===== src/bpvcr_consts.svh =====
// Offsets, field positions and reset values for the rail configuration slice.
// Included by the package and by the top design module; holds definitions only.
`ifndef BPVCR_CONSTS_SVH
`define BPVCR_CONSTS_SVH

`define BPVCR_OFF_D_MODE    8'hD2
`define BPVCR_OFF_PHASE     8'hD3
`define BPVCR_OFF_A_LIMIT   8'hD5
`define BPVCR_OFF_B_LIMIT   8'hD6
`define BPVCR_OFF_A_FIRST   8'hD7
`define BPVCR_OFF_A_SECOND  8'hD8
`define BPVCR_BIT_SHED_B    4
`define BPVCR_BIT_SHED_A    3
`define BPVCR_BIT_PH_B      2
`define BPVCR_BIT_AUTO      7
`define BPVCR_RST_PHASE     8'h00
`define BPVCR_RST_TARGET    8'h00
`define BPVCR_RST_MODE      2'h0
`define BPVCR_MODE_PWM      2'h2
`define BPVCR_PH_MAX_DUAL   2'h1

`endif


===== src/bpvcr_pkg.sv =====
// Types shared by the rail configuration slice.
// Assumes the constants header is on the include path.
`default_nettype none
`include "bpvcr_consts.svh"

package bpvcr_pkg;
  typedef enum logic [1:0] {
    BPVCR_RUN_PWM,
    BPVCR_RUN_AUTO
  } bpvcr_run_t;
  typedef logic [6:0] bpvcr_vcode_t;
endpackage

`default_nettype wire


===== src/bpvcr_reg8.sv =====
// One 8-bit writable register with a per-bit write mask and clock enable.
// Assumes a synchronous write strobe in the CLK domain.
`timescale 1ns/1ps
`default_nettype none

module bpvcr_reg8 #(
  parameter logic [7:0] RESET_VAL = 8'h00,
  parameter logic [7:0] WMASK     = 8'hFF
) (
  input  wire logic       clk,
  input  wire logic       rst,
  input  wire logic       ce,
  input  wire logic       we,
  input  wire logic [7:0] wdata,
  output logic      [7:0] q
);
  always_ff @(posedge clk or posedge rst) begin
    if (rst) begin
      q <= RESET_VAL;
    end else if (ce && we) begin
      q <= (wdata & WMASK) | (q & ~WMASK);
    end
  end
endmodule

`default_nettype wire


===== src/bpvcr_top.sv =====
// Configuration registers for phase count, shedding, voltage ceilings and
// the first rail's two target settings, plus the resulting control outputs.
// Assumes a simple synchronous register port from the serial interface
// decoder and ceiling codes delivered by the one-time-programmable loader.
//
// Notes on behaviour
// - Second rail mode 00 follows the active setting's mode bit, 10 forces PWM, 01 and 11 select automatic.
// - Phase register bit 4 enables current-dependent phase dropping for the second rail in PWM.
// - Phase register bit 3 enables current-dependent phase dropping for the first rail in PWM.
// - Phase register bit 2 gives the second rail one phase when 0 and two phases when 1.
// - Phase register bits 1:0 give the first rail one, two, three (0/90/180 spaced) or four phases; with DUAL_RAIL set the code clamps codes above 01 to two.
// - The first rail ceiling is a read-only 7-bit field loaded from OTP and readable only in test mode.
// - The second rail ceiling is a read-only 7-bit field loaded from OTP and readable only in test mode.
// - Voltage codes are linear from 0.30 V in 10 mV steps up to 1.57 V.
// - Bit 7 of the first setting picks PWM (0) or automatic (1) while that setting is active.
// - Bit 7 of the second setting picks PWM (0) or automatic (1) while that setting is active.
`timescale 1ns/1ps
`default_nettype none
`include "bpvcr_consts.svh"

module bpvcr_top #(
  parameter bit DUAL_RAIL = 1'b1
) (
  input  wire logic       CLK,
  input  wire logic       RST,
  input  wire logic       CE,
  input  wire logic       REG_WE,
  input  wire logic       REG_RE,
  input  wire logic [7:0] REG_ADDR,
  input  wire logic [7:0] REG_WDATA,
  input  wire logic       TEST_MODE,
  input  wire logic       OTP_LOAD,
  input  wire logic [6:0] OTP_A_CEILING,
  input  wire logic [6:0] OTP_B_CEILING,
  input  wire logic       SETTING_SEL_A,
  input  wire logic       SETTING_SEL_B,
  input  wire logic [1:0] RAIL_B_OPERATING_MODE,
  input  wire logic       RAIL_B_SETTING_AUTO,
  output logic      [7:0] REG_RDATA,
  output logic            REG_RVALID,
  output logic            RAIL_A_SHEDDING_ENABLE,
  output logic            RAIL_B_SHEDDING_ENABLE,
  output logic      [1:0] RAIL_A_PHASES,
  output logic            RAIL_B_PHASES,
  output logic            RAIL_A_AUTO,
  output logic            RAIL_B_AUTO,
  output logic      [6:0] RAIL_A_TARGET_CODE
);

  ////////////////////////////////////////////////////////////////////////////
  // Writable registers.
  logic [7:0] phase_q;
  logic [7:0] first_q;
  logic [7:0] second_q;
  logic       we_phase;
  logic       we_first;
  logic       we_second;

  assign we_phase  = REG_WE && (REG_ADDR == `BPVCR_OFF_PHASE);
  assign we_first  = REG_WE && (REG_ADDR == `BPVCR_OFF_A_FIRST);
  assign we_second = REG_WE && (REG_ADDR == `BPVCR_OFF_A_SECOND);

  // Reserved bits 7:5 are kept writable storage as the map marks them R/W.
  bpvcr_reg8 #(
    .RESET_VAL (`BPVCR_RST_PHASE),
    .WMASK     (8'hFF)
  ) u_phase (
    .clk   (CLK),
    .rst   (RST),
    .ce    (CE),
    .we    (we_phase),
    .wdata (REG_WDATA),
    .q     (phase_q)
  );

  bpvcr_reg8 #(
    .RESET_VAL (`BPVCR_RST_TARGET),
    .WMASK     (8'hFF)
  ) u_first (
    .clk   (CLK),
    .rst   (RST),
    .ce    (CE),
    .we    (we_first),
    .wdata (REG_WDATA),
    .q     (first_q)
  );

  bpvcr_reg8 #(
    .RESET_VAL (`BPVCR_RST_TARGET),
    .WMASK     (8'hFF)
  ) u_second (
    .clk   (CLK),
    .rst   (RST),
    .ce    (CE),
    .we    (we_second),
    .wdata (REG_WDATA),
    .q     (second_q)
  );

  ////////////////////////////////////////////////////////////////////////////
  // Ceilings: loaded only by the OTP loader, never by software.
  bpvcr_pkg::bpvcr_vcode_t a_ceiling_q;
  bpvcr_pkg::bpvcr_vcode_t b_ceiling_q;
  logic                    a_res_q;
  logic                    b_res_q;

  always_ff @(posedge CLK or posedge RST) begin
    if (RST) begin
      a_ceiling_q <= 7'h7F;
      b_ceiling_q <= 7'h7F;
    end else if (CE && OTP_LOAD) begin
      a_ceiling_q <= OTP_A_CEILING;
      b_ceiling_q <= OTP_B_CEILING;
    end
  end

  // Bit 7 of the ceiling registers is a reserved R/W bit.
  always_ff @(posedge CLK or posedge RST) begin
    if (RST) begin
      a_res_q <= 1'b0;
      b_res_q <= 1'b0;
    end else if (CE && REG_WE) begin
      if (REG_ADDR == `BPVCR_OFF_A_LIMIT) begin
        a_res_q <= REG_WDATA[7];
      end
      if (REG_ADDR == `BPVCR_OFF_B_LIMIT) begin
        b_res_q <= REG_WDATA[7];
      end
    end
  end

  ////////////////////////////////////////////////////////////////////////////
  // Read port: data one cycle after the read strobe.
  logic [7:0] rdata_d;

  always_comb begin
    rdata_d = 8'h00;
    case (REG_ADDR)
      `BPVCR_OFF_PHASE:    rdata_d = phase_q;
      // Ceilings read as zero outside test mode.
      `BPVCR_OFF_A_LIMIT:  rdata_d = {a_res_q, TEST_MODE ? a_ceiling_q : 7'h00};
      `BPVCR_OFF_B_LIMIT:  rdata_d = {b_res_q, TEST_MODE ? b_ceiling_q : 7'h00};
      `BPVCR_OFF_A_FIRST:  rdata_d = first_q;
      `BPVCR_OFF_A_SECOND: rdata_d = second_q;
      default:             rdata_d = 8'h00;
    endcase
  end

  always_ff @(posedge CLK or posedge RST) begin
    if (RST) begin
      REG_RDATA  <= 8'h00;
      REG_RVALID <= 1'b0;
    end else if (CE) begin
      REG_RVALID <= REG_RE;
      if (REG_RE) begin
        REG_RDATA <= rdata_d;
      end
    end
  end

  ////////////////////////////////////////////////////////////////////////////
  // Phase control.
  logic [1:0] a_phase_sel;

  // Dual-rail parts clamp codes above 01 to two phases.
  // The clamp sits ahead of the output flop, so software still reads back the code it wrote.
  assign a_phase_sel = (DUAL_RAIL && (phase_q[1:0] > `BPVCR_PH_MAX_DUAL)) ?
                       `BPVCR_PH_MAX_DUAL : phase_q[1:0];

  always_ff @(posedge CLK or posedge RST) begin
    if (RST) begin
      RAIL_A_SHEDDING_ENABLE <= 1'b0;
      RAIL_B_SHEDDING_ENABLE <= 1'b0;
      RAIL_A_PHASES          <= 2'h0;
      RAIL_B_PHASES          <= 1'b0;
    end else if (CE) begin
      RAIL_B_SHEDDING_ENABLE <= phase_q[`BPVCR_BIT_SHED_B];
      RAIL_A_SHEDDING_ENABLE <= phase_q[`BPVCR_BIT_SHED_A];
      RAIL_B_PHASES          <= phase_q[`BPVCR_BIT_PH_B];
      RAIL_A_PHASES          <= a_phase_sel;
    end
  end

  ////////////////////////////////////////////////////////////////////////////
  // Mode and target selection.
  logic                    a_setting_auto;
  logic                    b_auto_d;
  bpvcr_pkg::bpvcr_vcode_t a_req;
  bpvcr_pkg::bpvcr_vcode_t a_code_d;

  // Codes are linear, so a numeric compare orders voltages.
  // A ceiling loaded in the same cycle only limits the target from the next cycle on.
  assign a_setting_auto = SETTING_SEL_A ? second_q[`BPVCR_BIT_AUTO] : first_q[`BPVCR_BIT_AUTO];
  assign a_req          = SETTING_SEL_A ? second_q[6:0] : first_q[6:0];
  assign a_code_d       = (a_req > a_ceiling_q) ? a_ceiling_q : a_req;

  always_comb begin
    case (RAIL_B_OPERATING_MODE)
      `BPVCR_RST_MODE: b_auto_d = RAIL_B_SETTING_AUTO;
      `BPVCR_MODE_PWM: b_auto_d = 1'b0;
      default:         b_auto_d = 1'b1;
    endcase
  end

  always_ff @(posedge CLK or posedge RST) begin
    if (RST) begin
      RAIL_A_AUTO        <= 1'b0;
      RAIL_B_AUTO        <= 1'b0;
      RAIL_A_TARGET_CODE <= 7'h00;
    end else if (CE) begin
      RAIL_A_AUTO        <= a_setting_auto;
      RAIL_B_AUTO        <= b_auto_d;
      RAIL_A_TARGET_CODE <= a_code_d;
    end
  end

  ////////////////////////////////////////////////////////////////////////////
  // Checks.
  // Follow checks wait two edges: the register takes the write, then the output flop copies it.
  a_phase_clamp: assert property (@(posedge CLK) disable iff (RST)
    CE |=> (!DUAL_RAIL || RAIL_A_PHASES <= 2'h1))
    else $error("first rail phase count above two on dual part");

  a_target_ceiling: assert property (@(posedge CLK) disable iff (RST)
    CE && !OTP_LOAD |=> RAIL_A_TARGET_CODE <= a_ceiling_q)
    else $error("target exceeds ceiling");

  a_b_pwm_force: assert property (@(posedge CLK) disable iff (RST)
    CE && RAIL_B_OPERATING_MODE == 2'h2 |=> !RAIL_B_AUTO)
    else $error("second rail not forced to PWM");

  a_b_auto_mode: assert property (@(posedge CLK) disable iff (RST)
    CE && RAIL_B_OPERATING_MODE[0] |=> RAIL_B_AUTO)
    else $error("second rail not automatic");

  a_shed_b_follow: assert property (@(posedge CLK) disable iff (RST)
    CE && we_phase ##1 CE |=> RAIL_B_SHEDDING_ENABLE == $past(REG_WDATA[4], 2))
    else $error("second rail shedding mismatch");

  a_shed_a_follow: assert property (@(posedge CLK) disable iff (RST)
    CE && we_phase ##1 CE |=> RAIL_A_SHEDDING_ENABLE == $past(REG_WDATA[3], 2))
    else $error("first rail shedding mismatch");

  a_ph_b_follow: assert property (@(posedge CLK) disable iff (RST)
    CE && we_phase ##1 CE |=> RAIL_B_PHASES == $past(REG_WDATA[2], 2))
    else $error("second rail phase mismatch");

  a_ceiling_hidden: assert property (@(posedge CLK) disable iff (RST)
    CE && REG_RE && !TEST_MODE && REG_ADDR == 8'hD5 |=> REG_RDATA[6:0] == 7'h00)
    else $error("ceiling visible outside test mode");

  a_ceiling_b_read: assert property (@(posedge CLK) disable iff (RST)
    CE && REG_RE && TEST_MODE && REG_ADDR == 8'hD6 && !OTP_LOAD |=> REG_RDATA[6:0] == b_ceiling_q)
    else $error("second ceiling read wrong");

  a_a_mode_sel: assert property (@(posedge CLK) disable iff (RST)
    CE && !SETTING_SEL_A |=> RAIL_A_AUTO == $past(first_q[7]))
    else $error("first setting mode bit not applied");

  a_a_mode_sel_b: assert property (@(posedge CLK) disable iff (RST)
    CE && SETTING_SEL_A |=> RAIL_A_AUTO == $past(second_q[7]))
    else $error("second setting mode bit not applied");

  a_ph_a_follow: assert property (@(posedge CLK) disable iff (RST)
    CE && we_phase && (!DUAL_RAIL || REG_WDATA[1:0] <= 2'h1) ##1 CE |=> RAIL_A_PHASES == $past(REG_WDATA[1:0], 2))
    else $error("first rail phase count mismatch");

  a_b_follow_setting: assert property (@(posedge CLK) disable iff (RST)
    CE && RAIL_B_OPERATING_MODE == 2'h0 |=> RAIL_B_AUTO == $past(RAIL_B_SETTING_AUTO))
    else $error("second rail does not follow its setting bit");

  a_target_pass: assert property (@(posedge CLK) disable iff (RST)
    CE && a_req <= a_ceiling_q |=> RAIL_A_TARGET_CODE == $past(a_req))
    else $error("target below ceiling not applied");

  a_limit_refused: assert property (@(posedge CLK) disable iff (RST)
    CE && REG_WE && REG_ADDR == `BPVCR_OFF_A_LIMIT && !OTP_LOAD |=> $stable(a_ceiling_q))
    else $error("first ceiling changed by software");

  a_ceiling_a_read: assert property (@(posedge CLK) disable iff (RST)
    CE && REG_RE && TEST_MODE && REG_ADDR == `BPVCR_OFF_A_LIMIT && !OTP_LOAD |=> REG_RDATA[6:0] == a_ceiling_q)
    else $error("first ceiling read wrong");

  a_rvalid_pulse: assert property (@(posedge CLK) disable iff (RST)
    CE && REG_RE |=> REG_RVALID)
    else $error("read answer missing");

  a_rvalid_idle: assert property (@(posedge CLK) disable iff (RST)
    CE && !REG_RE |=> !REG_RVALID)
    else $error("read answer without request");

  a_rdata_hold: assert property (@(posedge CLK) disable iff (RST)
    CE && !REG_RE |=> $stable(REG_RDATA))
    else $error("read data changed without read");

  a_ce_freeze_read: assert property (@(posedge CLK) disable iff (RST)
    !CE |=> $stable(REG_RDATA) && $stable(REG_RVALID))
    else $error("read port moved while frozen");

  a_ce_freeze_ctrl: assert property (@(posedge CLK) disable iff (RST)
    !CE |=> $stable(RAIL_A_TARGET_CODE) && $stable(RAIL_A_AUTO) && $stable(RAIL_B_AUTO) && $stable(RAIL_A_PHASES))
    else $error("control outputs moved while frozen");

endmodule

`default_nettype wire


===== config.mk =====
export PLATFORM = sky130hd
export DESIGN_NAME = bpvcr_top
export DESIGN_NICKNAME = d
export VERILOG_FILES = /design/src/bpvcr_pkg.sv /design/src/bpvcr_reg8.sv /design/src/bpvcr_top.sv
export VERILOG_INCLUDE_DIRS = /design/src
export SDC_FILE = /design/constraint.sdc
export NUM_CORES = 1
export LEC_CHECK = 0
export BUFFER_PORTS_ARGS = -buffer_cell sky130_fd_sc_hd__clkbuf_2
export CAP_MARGIN = 20
export CORE_MARGIN = 2
export CORE_UTILIZATION = 55
export DETAILED_ROUTE_END_ITERATION = 16
export GPL_ROUTABILITY_DRIVEN = 0
export PLACE_DENSITY = 0.83
export SETUP_SLACK_MARGIN = 0.02
export SYNTH_ARGS = -nofsm -noshare
export SYNTH_HDL_FRONTEND = slang
export SYNTH_SLANG_ARGS = --single-unit

===== constraint.sdc =====
create_clock -name CLK -period 2.5 [get_ports CLK]
set_input_delay 0.5 -clock CLK [delete_from_list [all_inputs] [get_ports CLK]]
set_output_delay 0.5 -clock CLK [all_outputs]
set_load 0.01 [all_outputs]

==> flow_summary_export.csv <==
group,metric,value,unit
detailed_routing,drt_wl_total,7251,um
global_route,grt-ovfl-total,0,
logic_synthesis,synthCells,263,
power,p_clk_frac,0.362,
global_route,grt_use_met3,0.06404,
critical_path,cp.arrival,2.30,ns
global_route,grt_pass1_vias,2425,
logic_synthesis,synth_seq_area_share,0.4951,
clock_tree,cts_buffers,9,
critical_path,critPathLaunchType,"input port",
critical_path,crit_slowest_cell,"mux2_2",
detailed_routing,drtIter0Drc,167,
power,vdd_ir_drop_max,0.4477,mV
logic_synthesis,netlist_area,3219,sq um
clock_tree,h-tree-depth,3,
critical_path,crit_chain,"clkbuf_2 > mux2_2 > ha_1 > and4_1 > nand4_1 > o2111ai_1 > nand3_1",
logic_synthesis,synth_cell_types,40,
die,ioPinCount,65,
critical_path,max_stage_delay,0.42,ns
detailed_routing,vias,2406,
global_route,grt_pass1_wl,11940,um
die,dieArea,6481,sq um
sta,fmax,0.4778,GHz
logic_synthesis,netlist.area_leader.share,0.3809,
power,p_sw_frac,0.2503,
global_route,grt-busiest-layer,"met2",
clock_tree,clkTransAtPathRegs,0.07,ns
critical_path,end_kind,"flop",
clock_tree,ctsResizeCount,0,
finish,final_nets,379,
clock_tree,cts_tree,"done",
sta,relSlewSlack,0.5495,
global_route,grt_max_degree,36,
logic_synthesis,ys_seq_elements,63,
power,combPwrFrac,0.121,
clock_tree,ctsHoldBuffers,0,
status,outcome,"finished clean",
hold_path,hp-class,"input port to async pin",
sta,hold_violations,0,
clock_tree,insertion_delay,0.34,ns
power,p_int,1.672,mW
sta,finalSetupTns,0,ns
finish,diodes,0,
finish,drive_gt1_frac,0.4836,
die,rows,27,
power,power_frac_seq,0.516,
critical_path,crit_type,"input port to flop",
logic_synthesis,synthTopCellsByArea,"dfrtp_1, mux2_2, dfstp_2, a22oi_1, ha_1",
global_route,grtUsageMet1,0.3314,
logic_synthesis,synth_area_leader_cell,"dfrtp_1",
detailed_routing,first_pass_iters,4,
finish,fin_util,0.6813,
global_route,grt_util_met2,0.3825,
critical_path,worstPathRequired,2.71,ns
sta,fin_worst_skew,0.008831,ns
die,core,5574,sq um
global_route,antenna_found_initial,0,
clock_tree,postCtsSetupRepairBufs,0,
die,start_util,0.5776,
detailed_routing,post_drt_wl_per_cell,17.82,um
clock_tree,clockRootBuffer,"clkbuf_8",
critical_path,cp_max_fo,8,
sta,final.period_utilization,0.8372,
power,p_leak,1.855,nW
place,dp_hpwl,5381,um
sta,rsz0062_at_grt,"false",
detailed_routing,viasPerCell,5.912,
place,port_buffers,63,
critical_path,critPathBufInv,1,
die,die_y,80.51,um
die,die_x,80.51,um
detailed_routing,ant_nets,0,
logic_synthesis,postSynthAreaPerCell,12.24,sq um
sta,period_needed,2.093,ns
power,powerDensity,587.4,nW/um^2
logic_synthesis,yosysWarnings,0,
sta,slew_violations,0,
clock_tree,cts_buffer_depth,2,
power,p_sw,558.2,uW
detailed_routing,drcViolationCount,0,
sta,worst_pin_slew,0.6748,ns
critical_path,cp_top_family,"simple AND/OR/NAND/NOR gates",
finish,area_growth,17.96,%
global_route,grt_use_total,0.2489,
run,cap_violations,0,
sta,setup_viol,0,
logic_synthesis,synth_nets,312,
clock_tree,cts_sinks,63,
==> flip-flops by register name, indices dropped and copies added, names as in the netlist, 2 cells and up <==
name and cells:
u_phase.q 8, b_ceiling_q 7, RAIL_A_TARGET_CODE 7, u_second.q 8, a_ceiling_q 7, REG_RDATA 8
RAIL_A_PHASES 2, u_first.q 8
==> power by group through the flow <==
stage	clock, mW	combinational, mW	sequential, mW
final	0.808	0.270	1.15
after global routing	0.884	0.302	1.16
after CTS	0.830	0.272	1.15
after detailed placement	0	0.269	1.17
after global placement	0	0.260	1.17
after floorplan	0	0.173	1.16
==> cell usage in the layout, fill, tap and decap left out, types with 3 or more instances in the layout <==
cell        n
nor2b_1    11
a21oi_1     7
o21ai_0     8
clkbuf_8   12
mux2_2     57
inv_1       8
dfrtp_1    49
a22oi_1    14
clkbuf_2   63
nor2_1      4
a22o_1      8
mux2i_1     3
buf_4       6
nand3_1     8
o2111ai_1   6
nand2_1     6
ha_1        7
clkbuf_1    3
dfstp_2    14
a31oi_1     6
nand4_1     8
==> cells in the mapped netlist <==
cell type,instances
o21ai_1,2
o211ai_1,1
nand2b_1,2
nand3_4,1
nand2_1,6
and4_1,2
nand3_1,8
nor4_4,1
o21ai_0,8
o2111ai_1,6
nor2b_1,11
mux2i_1,3
a22oi_1,14
a21oi_1,7
nor2_2,1
mux2_2,57
a21o_1,1
ha_1,7
and2b_1,1
nor3b_1,2
and4b_2,1
o22ai_1,1
nor2_1,4
a31oi_1,6
nand4_1,8
inv_2,1
and3b_1,2
nor4b_4,1
buf_6,2
buf_2,2
dfstp_2,14
buf_1,3
buf_4,1
a22o_1,8
dfrtp_1,49
nor4bb_1,1
clkbuf_1,6
inv_1,9
o21a_1,2
nor2_4,1
==> metrics by stage <==
| step | area [sq um] | hold slack (ns) | total power, mW | std cells | worst slack (ns) |
|---|---|---|---|---|---|
| after floorplan | 3219 | 0.4767 | 1.332 | 263 | 0.1156 |
| after global placement | 3616 | 0.4797 | 1.427 | 391 | 0.1314 |
| after detailed placement | 3616 | 0.4772 | 1.439 | 391 | 0.09277 |
| after CTS | 3797 | 0.2518 | 2.253 | 407 | 0.4438 |
| after global routing | 3797 | 0.2854 | 2.345 | 407 | 0.3142 |
| final | 3797 | 0.2445 | 2.231 | 407 | 0.4070 |
==> worst paths after layout <==
check | end | start | cells past startpoint | slack [ns]
min in group CLK | b_ceiling_q[4] | OTP_B_CEILING[4] | 2 | 0.40
worst min register to register | RAIL_A_TARGET_CODE[6] | RAIL_A_TARGET_CODE[6] | 2 | 0.49
worst max register to register | RAIL_A_TARGET_CODE[3] | u_second.q[6] | 6 | 0.51
worst max-delay path | RAIL_A_TARGET_CODE[3] | SETTING_SEL_A | 7 | 0.41
worst min-delay path | u_first.q[6] | RST | 2 | 0.24
max in group asynchronous | a_ceiling_q[3] | RST | 3 | 1.58
==> kinds of logic (layout without fill, tap and decap cells) <==
family	Yosys count	count (layout)	share of synthesized area
buffers and inverters	24	96	0.03459
AOI/OAI and AO/OA	56	56	0.1201
and+or+nand+nor	53	53	0.1143
adders and majority gates	7	7	0.02720
muxes	60	60	0.2087
DFF	63	63	0.4951
==> final cells by class <==
type,count,area [sq um]
fill,444,1777
clock inverter,1,5.005
multi-input combinational,176,1514
tap,72,90.09
inverter,10,37.54
timing repair buffer,70,380.4
sequential,63,1594
clock buffer,15,176.4
==> per-layer routing <==
metal	part of all wire	vias to the layer above
li1	-	1121
met1	0.43	1178
met2	0.48	91
met3	0.062	16
met4	0.028	0
met5	0	-
Note: power is estimated with default switching activity, not from simulation.
